--- config.mk ---
export PLATFORM = sky130hd
export DESIGN_NAME = btt_bridge
export DESIGN_NICKNAME = d
export VERILOG_FILES = /design/src/include/btt_pkg.sv /design/src/rtl/btt_bridge.sv
export SDC_FILE = /design/constraint.sdc
export NUM_CORES = 1
export LEC_CHECK = 0
export BUFFER_PORTS_ARGS = -buffer_cell sky130_fd_sc_hd__buf_2
export CORE_UTILIZATION = 41
export DETAILED_ROUTE_END_ITERATION = 8
export GPL_TIMING_DRIVEN = 0
export HOLD_SLACK_MARGIN = 0.08
export MAX_ROUTING_LAYER = met4
export PLACE_DENSITY = 0.8
export REMOVE_ABC_BUFFERS = 1
export SLEW_MARGIN = 15
export SYNTH_ARGS = -nofsm -noshare
export SYNTH_HDL_FRONTEND = slang
export SYNTH_SLANG_ARGS = --single-unit
--- constraint.sdc ---
create_clock -name pclk -period 3.92 [get_ports pclk]
set_input_delay 0.392 -clock pclk [delete_from_list [all_inputs] [get_ports pclk]]
set_output_delay 0.392 -clock pclk [all_outputs]
set_load 0.005 [all_outputs]
--- src/include/btt_pkg.sv ---
// Package for the bridge termination translator.
// Holds register offsets, field positions, reset values and the
// enumerations shared by the design and its bench.
package btt_pkg;

  // Register byte addresses
  localparam logic [11:0] ADDR_CTRL  = 12'h000;
  localparam logic [11:0] ADDR_STAT  = 12'h004;
  localparam logic [11:0] ADDR_STATE = 12'h008;

  // Control register fields
  localparam int          CTL_ABORT_MODE = 0;
  localparam int          CTL_SERR_EN    = 1;
  localparam int          CTL_NMI_EN     = 2;
  localparam int          CTL_PCIX       = 3;
  localparam logic [3:0]  CTRL_RESET     = 4'h0;

  // Status register fields, write one to clear
  localparam int          ST_SEC_RMA  = 0;
  localparam int          ST_SEC_RTA  = 1;
  localparam int          ST_SEC_MDPE = 2;
  localparam int          ST_SEC_STA  = 3;
  localparam int          ST_SEC_SCD  = 4;
  localparam int          ST_PRI_STA  = 5;
  localparam int          ST_PRI_SSE  = 6;
  localparam int          ST_PRI_RMA  = 7;
  localparam int          ST_PRI_RTA  = 8;
  localparam int          ST_WIDTH    = 9;
  localparam logic [8:0]  STAT_RESET  = 9'h000;

  // Split completion message codes
  localparam logic [3:0]  MSG_CLASS_OK  = 4'h0;
  localparam logic [3:0]  MSG_CLASS_CPL = 4'h1;
  localparam logic [3:0]  MSG_CLASS_BRG = 4'h2;
  localparam logic [7:0]  MSG_IDX_00    = 8'h00;
  localparam logic [7:0]  MSG_IDX_01    = 8'h01;
  localparam logic [7:0]  MSG_IDX_02    = 8'h02;
  localparam logic [7:0]  MSG_DEV_MASK  = 8'hF0;
  localparam logic [7:0]  MSG_DEV_CODE  = 8'h80;

  // Read data: all ones returned for aborted reads, zero for unmapped or idle reads
  localparam logic [31:0] DATA_ALL_ONES = 32'hFFFF_FFFF;
  localparam logic [31:0] DATA_ZERO     = 32'h0000_0000;

  // Termination seen on a bus
  typedef enum logic [1:0]
  {
    TERM_OK = 2'b00,
    TERM_MA = 2'b01,
    TERM_TA = 2'b10
  } btt_term_t;

  // Kind of downstream termination event
  typedef enum logic [1:0]
  {
    KIND_IMM_CPL   = 2'b00,
    KIND_POSTED    = 2'b01,
    KIND_SPLIT_MSG = 2'b10,
    KIND_SC_OUT    = 2'b11
  } btt_kind_t;

  // Response given to a secondary master
  typedef enum logic [2:0]
  {
    RESP_NONE     = 3'b000,
    RESP_OK       = 3'b001,
    RESP_TA       = 3'b010,
    RESP_SPLIT_MA = 3'b011,
    RESP_SPLIT_TA = 3'b100
  } btt_resp_t;

  // Inbound abort tracking
  typedef enum logic [0:0]
  {
    IN_IDLE = 1'b0,
    IN_PEND = 1'b1
  } btt_in_state_t;

  // Termination of an upstream-initiated cycle on the secondary bus
  typedef struct packed
  {
    logic        valid;
    btt_kind_t   kind;
    btt_term_t   term;
    logic [3:0]  msg_class;
    logic [7:0]  msg_index;
    logic        parity_err;
    logic        is_read;
    logic        locked;
    logic [31:0] data;
  } btt_dn_term_t;

  // Completion returned to the upstream link
  typedef struct packed
  {
    logic        valid;
    btt_term_t   term;
    logic [31:0] data;
  } btt_up_cpl_t;

  // Termination of a secondary-initiated cycle on the upstream link
  typedef struct packed
  {
    logic valid;
    logic ma;
    logic ta;
  } btt_up_term_t;

endpackage

--- src/rtl/btt_bridge.sv ---
// Bridge termination translator: maps terminations between the
// upstream link and the secondary PCI / PCI-X bus, sets status bits
// and raises NMI/SMI and SERR# pulses.
// Assumes one clock, event inputs synchronous to pclk, and an APB
// master on the register port.
//
// Summary of operation
// - Aborted immediate completion-required reads return all-ones data upstream.
// - Immediate success, master abort, target abort pass upstream unchanged.
// - Immediate abort sets secondary received abort bits; target abort sets primary signaled.
// - Secondary data parity bit set only on a secondary data parity error.
// - Posted write master abort: NMI and system error only with abort mode one.
// - Posted write target abort: NMI as enabled, received abort and system error.
// - Split-terminated aborted reads return all-ones on every byte.
// - Any abort returned upstream leaves the secondary bus unlocked.
// - Class 0 index 00h completes successfully; parity bit on parity error.
// - Class 1 indices map to master abort or target abort with status bits.
// - Class 2 and illegal messages give target abort and primary signaled abort.
// - Outbound split completion master abort sets three bits and gated SERR#.
// - Outbound split completion target abort sets three bits and gated SERR#.
// - SERR# and system error bit for failed split completions need SERR enable.
// - PCI mode upstream master abort becomes target abort, sets two bits.
// - Upstream target abort becomes target abort or split target abort.
// - Upstream master and target abort together give target abort or split target abort, three bits.
// - PCI mode target abort only at connect or reconnect, never mid-stream.
// - PCI-X mode abort gives split error message; master abort sets primary bit only.
// - A running PCI-X completion sequence is stopped when an abort arrives.

`timescale 1ns/1ps
`default_nettype none

module btt_bridge
(
  // Clock and reset
  input  wire logic                  pclk,
  input  wire logic                  presetn,
  // APB slave
  input  wire logic                  psel,
  input  wire logic                  penable,
  input  wire logic                  pwrite,
  input  wire logic [11:0]           paddr,
  input  wire logic [31:0]           pwdata,
  output logic      [31:0]           prdata,
  output logic                       pready,
  output logic                       pslverr,
  // Upstream-initiated cycles
  input  wire btt_pkg::btt_dn_term_t dn_term,
  input  wire logic                  lock_release,
  output btt_pkg::btt_up_cpl_t       up_cpl,
  output logic                       sec_lock,
  output logic                       nmi_pulse,
  output logic                       serr_pulse,
  // Secondary-initiated cycles
  input  wire btt_pkg::btt_up_term_t up_term,
  input  wire logic                  sec_connect,
  input  wire logic                  sec_stream_active,
  input  wire logic                  sc_seq_running,
  output btt_pkg::btt_resp_t         sec_resp,
  output logic                       sc_seq_stop
);

  ////////////////////////////////////////////////////////////////////
  // Split message decoding

  // Upstream result of a split completion message
  function automatic btt_pkg::btt_term_t btt_msg_term(input logic [3:0] cls, input logic [7:0] idx);
    btt_pkg::btt_term_t t;
    t = btt_pkg::TERM_TA;
    if (cls == btt_pkg::MSG_CLASS_OK && idx == btt_pkg::MSG_IDX_00)
      t = btt_pkg::TERM_OK;
    else if (cls == btt_pkg::MSG_CLASS_CPL && idx == btt_pkg::MSG_IDX_00)
      t = btt_pkg::TERM_MA;
    return t;
  endfunction

  // Index is a data parity message
  function automatic logic btt_msg_parity(input logic [3:0] cls, input logic [7:0] idx);
    return (cls == btt_pkg::MSG_CLASS_CPL && idx == btt_pkg::MSG_IDX_02) ||
           (cls == btt_pkg::MSG_CLASS_BRG && idx == btt_pkg::MSG_IDX_01);
  endfunction

  ////////////////////////////////////////////////////////////////////
  // Registers

  logic [3:0]                  ctrl;
  logic [btt_pkg::ST_WIDTH-1:0] stat;
  btt_pkg::btt_in_state_t      in_state;
  btt_pkg::btt_in_state_t      next_in_state;
  logic                        pend_ma;
  logic                        pend_ta;

  wire abort_mode = ctrl[btt_pkg::CTL_ABORT_MODE];
  wire serr_en    = ctrl[btt_pkg::CTL_SERR_EN];
  wire nmi_en     = ctrl[btt_pkg::CTL_NMI_EN];
  wire pcix_mode  = ctrl[btt_pkg::CTL_PCIX];

  ////////////////////////////////////////////////////////////////////
  // APB decode

  wire apb_setup  = psel && !penable && !pready;
  wire apb_done   = psel && penable && pready;
  wire hit_ctrl   = paddr == btt_pkg::ADDR_CTRL;
  wire hit_stat   = paddr == btt_pkg::ADDR_STAT;
  wire hit_state  = paddr == btt_pkg::ADDR_STATE;
  wire hit_any    = hit_ctrl || hit_stat || hit_state;
  wire wr_ctrl    = apb_done && pwrite && hit_ctrl;
  wire wr_stat    = apb_done && pwrite && hit_stat;
  wire [btt_pkg::ST_WIDTH-1:0] stat_clr = wr_stat ? pwdata[btt_pkg::ST_WIDTH-1:0] : '0;

  // Read data selection
  wire [31:0] rd_data = hit_ctrl  ? {28'h000_0000, ctrl} :
                        hit_stat  ? {23'h00_0000, stat} :
                        hit_state ? {28'h000_0000, pend_ta, pend_ma, in_state, sec_lock} :
                                    btt_pkg::DATA_ZERO;

  ////////////////////////////////////////////////////////////////////
  // Downstream termination decode

  wire dn_v     = dn_term.valid;
  wire k_imm    = dn_v && dn_term.kind == btt_pkg::KIND_IMM_CPL;
  wire k_post   = dn_v && dn_term.kind == btt_pkg::KIND_POSTED;
  wire k_msg    = dn_v && dn_term.kind == btt_pkg::KIND_SPLIT_MSG;
  wire k_sc     = dn_v && dn_term.kind == btt_pkg::KIND_SC_OUT;
  wire t_ma     = dn_term.term == btt_pkg::TERM_MA;
  wire t_ta     = dn_term.term == btt_pkg::TERM_TA;
  wire btt_pkg::btt_term_t msg_term = btt_msg_term(dn_term.msg_class, dn_term.msg_index);
  wire msg_par  = btt_msg_parity(dn_term.msg_class, dn_term.msg_index);

  // Result returned upstream, unchanged for immediate cycles
  wire btt_pkg::btt_term_t cpl_term = k_msg ? msg_term : dn_term.term;
  wire cpl_abort = cpl_term != btt_pkg::TERM_OK;
  wire cpl_fire  = k_imm || k_msg;

  // Aborted reads return all ones
  wire [31:0] cpl_data = (dn_term.is_read && cpl_abort) ? btt_pkg::DATA_ALL_ONES : dn_term.data;

  // Posted write and outbound split completion side effects
  wire post_nmi = k_post && ((t_ma && abort_mode) || (t_ta && nmi_en));
  wire post_sse = k_post && ((t_ma && abort_mode) || t_ta);
  wire sc_fail  = k_sc && (t_ma || t_ta);
  wire sc_serr  = sc_fail && serr_en;

  ////////////////////////////////////////////////////////////////////
  // Inbound decode

  wire in_v      = up_term.valid && (up_term.ma || up_term.ta);
  wire in_ok     = up_term.valid && !up_term.ma && !up_term.ta;
  // PCI-X response: target abort wins when both are reported
  wire btt_pkg::btt_resp_t pcix_resp = up_term.ta ? btt_pkg::RESP_SPLIT_TA : btt_pkg::RESP_SPLIT_MA;
  // PCI signals a pending abort at a connect or reconnect
  wire pci_fire  = in_state == btt_pkg::IN_PEND && sec_connect && !pcix_mode;

  // Inbound state
  always_comb
  begin
    next_in_state = in_state;
    unique case (in_state)
      btt_pkg::IN_IDLE:
        if (in_v && !pcix_mode)
          next_in_state = btt_pkg::IN_PEND;
      btt_pkg::IN_PEND:
        if (pci_fire || pcix_mode)
          next_in_state = btt_pkg::IN_IDLE;
    endcase
  end

  ////////////////////////////////////////////////////////////////////
  // Status set terms

  logic [btt_pkg::ST_WIDTH-1:0] stat_set;
  always_comb
  begin
    stat_set = '0;
    // Downstream terminations: immediate, split message, posted write and outbound split completion
    stat_set[btt_pkg::ST_SEC_RMA] = (k_imm && t_ma) || (k_msg && msg_term == btt_pkg::TERM_MA) ||
                                    (k_post && t_ma) || (k_sc && t_ma);
    stat_set[btt_pkg::ST_SEC_RTA] = (k_imm && t_ta) || (k_post && t_ta) || (k_sc && t_ta) ||
                                    (k_msg && dn_term.msg_class == btt_pkg::MSG_CLASS_CPL &&
                                     dn_term.msg_index == btt_pkg::MSG_IDX_01);
    stat_set[btt_pkg::ST_PRI_STA] = (k_imm && t_ta) || (k_msg && msg_term == btt_pkg::TERM_TA);
    // Parity bit only on a real secondary parity error
    stat_set[btt_pkg::ST_SEC_MDPE] = ((k_imm || k_msg) && dn_term.parity_err) || (k_msg && msg_par);
    stat_set[btt_pkg::ST_SEC_SCD] = sc_fail;
    stat_set[btt_pkg::ST_PRI_SSE] = post_sse || sc_serr;
    // Secondary-initiated cycles
    stat_set[btt_pkg::ST_PRI_RMA] = in_v && up_term.ma;
    stat_set[btt_pkg::ST_PRI_RTA] = in_v && up_term.ta;
    stat_set[btt_pkg::ST_SEC_STA] = in_v && (up_term.ta || !pcix_mode);
  end

  ////////////////////////////////////////////////////////////////////
  // Register file and APB answer
  always_ff @(posedge pclk or negedge presetn)
  begin
    if (!presetn)
    begin
      ctrl    <= btt_pkg::CTRL_RESET;
      stat    <= btt_pkg::STAT_RESET;
      pready  <= 1'b0;
      pslverr <= 1'b0;
      prdata  <= btt_pkg::DATA_ZERO;
    end
    else
    begin
      if (wr_ctrl)
        ctrl <= pwdata[3:0];
      stat    <= (stat & ~stat_clr) | stat_set; // Set beats clear
      pready  <= apb_setup;
      pslverr <= apb_setup && !hit_any;
      prdata  <= (apb_setup && !pwrite) ? rd_data : btt_pkg::DATA_ZERO;
    end
  end

  // Upstream completion, lock and pulses
  always_ff @(posedge pclk or negedge presetn)
  begin
    if (!presetn)
    begin
      up_cpl     <= '0;
      sec_lock   <= 1'b0;
      nmi_pulse  <= 1'b0;
      serr_pulse <= 1'b0;
    end
    else
    begin
      up_cpl.valid <= cpl_fire;
      up_cpl.term  <= cpl_fire ? cpl_term : btt_pkg::TERM_OK;
      up_cpl.data  <= cpl_fire ? cpl_data : btt_pkg::DATA_ZERO;
      if (cpl_fire)
        sec_lock <= dn_term.locked && !cpl_abort;
      else if (lock_release)
        sec_lock <= 1'b0;
      nmi_pulse  <= post_nmi;
      serr_pulse <= sc_serr;
    end
  end

  // Inbound abort tracking and secondary response
  always_ff @(posedge pclk or negedge presetn)
  begin
    if (!presetn)
    begin
      in_state    <= btt_pkg::IN_IDLE;
      pend_ma     <= 1'b0;
      pend_ta     <= 1'b0;
      sec_resp    <= btt_pkg::RESP_NONE;
      sc_seq_stop <= 1'b0;
    end
    else
    begin
      in_state <= next_in_state;
      if (in_v && !pcix_mode)
      begin
        pend_ma <= up_term.ma;
        pend_ta <= up_term.ta;
      end
      if (in_v && pcix_mode)
        sec_resp <= pcix_resp;
      else if (pci_fire)
        sec_resp <= btt_pkg::RESP_TA;
      else if (in_ok)
        sec_resp <= btt_pkg::RESP_OK;
      else
        sec_resp <= btt_pkg::RESP_NONE;
      sc_seq_stop <= in_v && pcix_mode && sc_seq_running;
    end
  end
endmodule

`default_nettype wire
## Yosys cells after proc, flatten, opt, wreduce, memory -nomap -nowiden

Index checks and enable logic that the tools add are counted.

| operators by class | value |
|---|---|
| eq/ne operators | 13 |
| muxes and demuxes | 20 |
| bitwise gates (word level) | 4 |
| reductions and logical operators | 81 |

Operators by type and width:

| cell | count |
|---|---|
| $mux W32 | 2 |
| $logic_and A1 B1 Y1 | 48 |
| $mux W9 | 4 |
| $logic_or A1 B1 Y1 | 19 |
| $eq A12 B3 Y1 const B | 1 |
| $eq A12 B4 Y1 const B | 1 |
| $logic_not A12 Y1 | 1 |
| $mux W2 | 5 |
| $and A9 B9 Y9 | 1 |
| $not A9 Y9 | 1 |
| $or A9 B9 Y9 | 1 |
| $eq A2 B2 Y1 const B | 4 |
| $eq A8 B1 Y1 const B | 1 |
| $eq A8 B2 Y1 const B | 1 |
| $logic_not A1 Y1 | 8 |
| $logic_not A8 Y1 | 1 |
| $eq A2 B1 Y1 const B | 3 |
| $mux W3 | 2 |
| $mux W1 | 5 |
| $eq A4 B1 Y1 const B | 1 |
| $eq A4 B2 Y1 const B | 1 |
| $logic_not A4 Y1 | 1 |
| $mux W4 | 1 |
| $reduce_bool A2 Y1 | 2 |
| 3 further kinds | 3 |

| word-level totals | value |
|---|---|
| register bits after elaboration | 69 |
| input bits | 108 |
| word-level logic and storage cells | 134 |

## Longest topological paths before layout

| logic depth | value |
|---|---|
| depth after elaboration | 10 |
| depth in mapped cells | 6 |
| depth with buffers taken out | 5 |

## Worst setup path after synthesis

No wires, ideal clock.

| timing | value |
|---|---|
| kind | input-to-reg |
| from | input paddr[7] |
| to | register ctrl[0] |
| data arrival time | 2.036 ns |
| data required time | 3.795 ns |
| path slack | 1.759 ns |
| cell stages on the path | 4 |
| cell sequence | or4_4 > or4_4 > nor4_4 > mux2_2 |

| on the way | value |
|---|---|
| word-level cells in the longest chain between the ends | 2 |

Ends and longest elaborated chain:

| element | RTL line | text |
|---|---|---|
| start: declaration | btt_bridge.sv:41 | `input wire logic [11:0] paddr,` |
| $logic_not A12 Y1 | btt_bridge.sv:102 | `wire hit_ctrl = paddr == btt_pkg::ADDR_CTRL;` |
| $logic_and A1 B1 Y1 | btt_bridge.sv:106 | `wire wr_ctrl = apb_done && pwrite && hit_ctrl;` |
| end signal: assignment | btt_bridge.sv:197 | `ctrl <= btt_pkg::CTRL_RESET;` |
| end signal: assignment | btt_bridge.sv:206 | `ctrl <= pwdata[3:0];` |
| end: declaration | btt_bridge.sv:85 | `logic [3:0] ctrl;` |

Every way passes these cells.
A chain may end at the register's enable or synchronous reset.

## Worst setup path in the final report

| timing | value |
|---|---|
| from | input paddr[7] |
| to | register ctrl[1] |

Same word-level chain as after synthesis.

==> results.md <==
* Max FO, Critical Path at 4
* CP max stage delay at ~570 ps
* Post-cts repair resize count at 0
* DP Area at 0.00372 sq mm
* Least-Margin Pin Slew at around 610 ps
* 1st-iter DRT viols at 82
* Clk buf depth at 2
* CTS tree: done
* Period utilization at about half
* Seq/Total Area, Yosys at between 50% and 60%
* Ports at roughly 180
* Most frequent cells in the layout: buf_2, dfrtp_1, a21o_1
* Crit-path cells: buf_2 > or4_4 > or4_4 > nor4_4 > mux2_2
* Wirelength per Cell at 13.9 um
* Critical Path Sink Type: flip-flop
* Die Wd at 87.0 um
* Root buffer cell: clkbuf_8
* FILL cells at 636
* Crit path kind: primary input to flip-flop
* Pwr dens at around 360 mW/mm^2
* Number of port buffers at between 100 and 150
* Hold depth at 2
* First-pass GRT wire length at 10.7 mm
* Final hold slack at between 200 and 250 ps
* Vias in the first global route at about 2200
* Number of flops mapped to enable cells by yosys at 0
* RSZ-0062 raised after global routing: false
* Share of layout cells above drive strength 1 at a little over two fifths
* Inserted Diodes at 0
* Clock Pin Slew Worst Setup and Hold Paths at around 70 ps
* Async set or reset register ratio after synthesis at 100%
* Worst EP required at about 4100 ps
* Min-delay worst type: primary input to flip-flop
* Crit path max-delay cell type: or4_4
* GP Congestion at around 0.81
* Pleak at 0.00228 uW
* Setup Skew at roughly 7 ps
* TritonCTS sink count at 69
* Yosys reg bits at 69
* Skew-Pair Late Insertion Delay at approximately 330 ps
* Final setup margin at between 1500 and 2000 ps
* Fmax at 493 MHz
* Pre-CTS WS at around 1600 ps
* Row cnt at 30
* Synth Area per Inst at between 10 and 15 sq um
* Post-DRT Antenna Nets at 0
* Pin count of the biggest net entering global routing at 42
* CTS Buf Count at 9
* Die Area at 0.00758 sq mm
* Most frequent cell on the critical path: or4_4
* Total congestion overflow at 0
* Final min period at 2030 ps
* Yosys cell types at 44
* Initial antenna violation count at 0
* Area grow syn2layout at 31.0%
* HPWL Detailed at between 5 and 6 mm
* Worst path arrival time at 2240 ps
* Design area at a little under 0.004 sq mm
* Via count at 2335
* Main synth FF type: dfrtp_1
* Slew Limit Fails at 0
* Slew HR at 58.8%
* VDD IR-drop max at about 160 uV
* Vias per cell at ~4.7
* Cell area after synthesis at 0.00297 sq mm
* Final Hold Fails at 0
* Post-route DRC at 0
* Leading cell type in the layout, fill and taps excluded: buf_2
* Max cap viols at 0
* R2R depth at 4
* YS warnings at 0
* Core area at ~0.0069 sq mm
* Final #Nets at 503
* Startpoint types: primary input
* Starting Density at 42.9%
* H-tree depth at 3
* Status: complete, no violations
* Finish-stage setup viols at 0
* Chip Height at a little under 90 um
* TritonRoute pass-1 iters at 4
* GRT Overall Usage at 19.6%
* Routed WL at 6.83 mm
* Mapped Cells at between 200 and 300
==> synthesized netlist by cell type, types with 2 or more instances <==
cell       instances  share of area (%)
mux2_2             5                1.9
nor2_1            17                2.2
mux2i_1            4                1.4
a21oi_1            9                1.5
buf_4             23                5.8
o21ai_0            5               0.84
nand2b_1           2               0.42
clkbuf_1           9                1.1
a21o_1            34                8.6
nor3_1             5               0.84
and3_1             3               0.63
or4_4              2               0.76
inv_1              5               0.63
nor3b_1            4                1.0
nand2_1           15                1.9
buf_2              2               0.34
and2_1             6                1.3
nor2b_1            3               0.63
nor4_4             2                1.4
dfrtp_1           69                 58
a22o_1             3               0.89
ha_1               2               0.84
o31ai_1            2               0.51
nor4_1             2               0.42
o2bb2ai_1          2               0.59
==> sequential cells by signal, summed over array words and instances, names as in the netlist, 3 cells and up <==
name      count
ctrl          4
prdata        9
up_cpl       35
stat          9
sec_resp      3
==> power breakdown <==
group	switching (uW)	internal, uW
Sequential	11.5	744
Clock	252	223
Combinational	89.3	85.2
Total	352	1050
==> timing repair <==
item,in CTS,in global routing
hold endpoints to repair,28,0
setup buffers,0,0
hold buffers,1,0
==> worst paths after layout <==
path / slack, ps / start / endpoint
min in group asynchronous: 520 / presetn / prdata[1]$_DFF_PN0_
worst max register to register: 2170 / pready$_DFF_PN0_ / stat[0]$_DFF_PN0_
worst max-delay path: 1890 / paddr[7] / ctrl[1]$_DFFE_PN0P_
worst min register to register: 480 / stat[4]$_DFF_PN0_ / stat[4]$_DFF_PN0_
max in group asynchronous: 2870 / presetn / up_cpl[28]$_DFF_PN0_
worst min-delay path: 250 / dn_term[14] / up_cpl[14]$_DFF_PN0_
==> stage by stage <==
stage	cells	TNS, ps	total power [uW]	utilization, %
CTS	493	0	1420	56.2
detailed placement	477	0	944	53.8
floorplan	242	0	832	-
finish	493	0	1400	56.2
global placement	474	-44900	931	52.6
global route	493	0	1480	56.2
==> cell type report <==
| class | instances | area [sq um] | share of cell area (%) |
|---|---|---|---|
| Clock inverter | 5 | 28.8 | 0.741 |
| Timing Repair Buffer | 140 | 753 | 19.4 |
| Sequential cell | 69 | 1730 | 44.5 |
| Inverter | 5 | 18.8 | 0.483 |
| Multi-Input combinational cell | 168 | 1110 | 28.5 |
| Clock buffer | 10 | 128 | 3.29 |
| Tap cell | 96 | 120 | 3.09 |
==> metal layers <==
layer  global-route usage [%]  part of all wire [%]  up-vias
li1                         -                     -     1122
met1                     24.0                    41     1103
met2                     31.3                    51      101
met3                     4.45                   6.3        9
met4                     8.18                   1.6        0
met5                        -                     0        -
==> critical path: cells and delay by family <==
kind / cells / cell delay, ps
muxes: 1 / 390
and+or+nand+nor: 3 / 1370
buffers and inverters: 1 / 90
==> kinds of logic (layout without fill, tap and decap cells) <==
logic type / after synthesis / after routing / synth area share, %
AND/OR/NAND/NOR: 70 / 70 / 14.0
flip-flops: 69 / 69 / 58.2
AO/OA/AOI/OAI: 64 / 64 / 15.6
buffers and inverters: 39 / 160 / 7.93
multiplexers: 9 / 9 / 3.25
adder cells (fa/ha/maj): 2 / 2 / 0.844
other: 1 / 23 / 0.126
No activity file was read; power rests on OpenSTA's default activity.
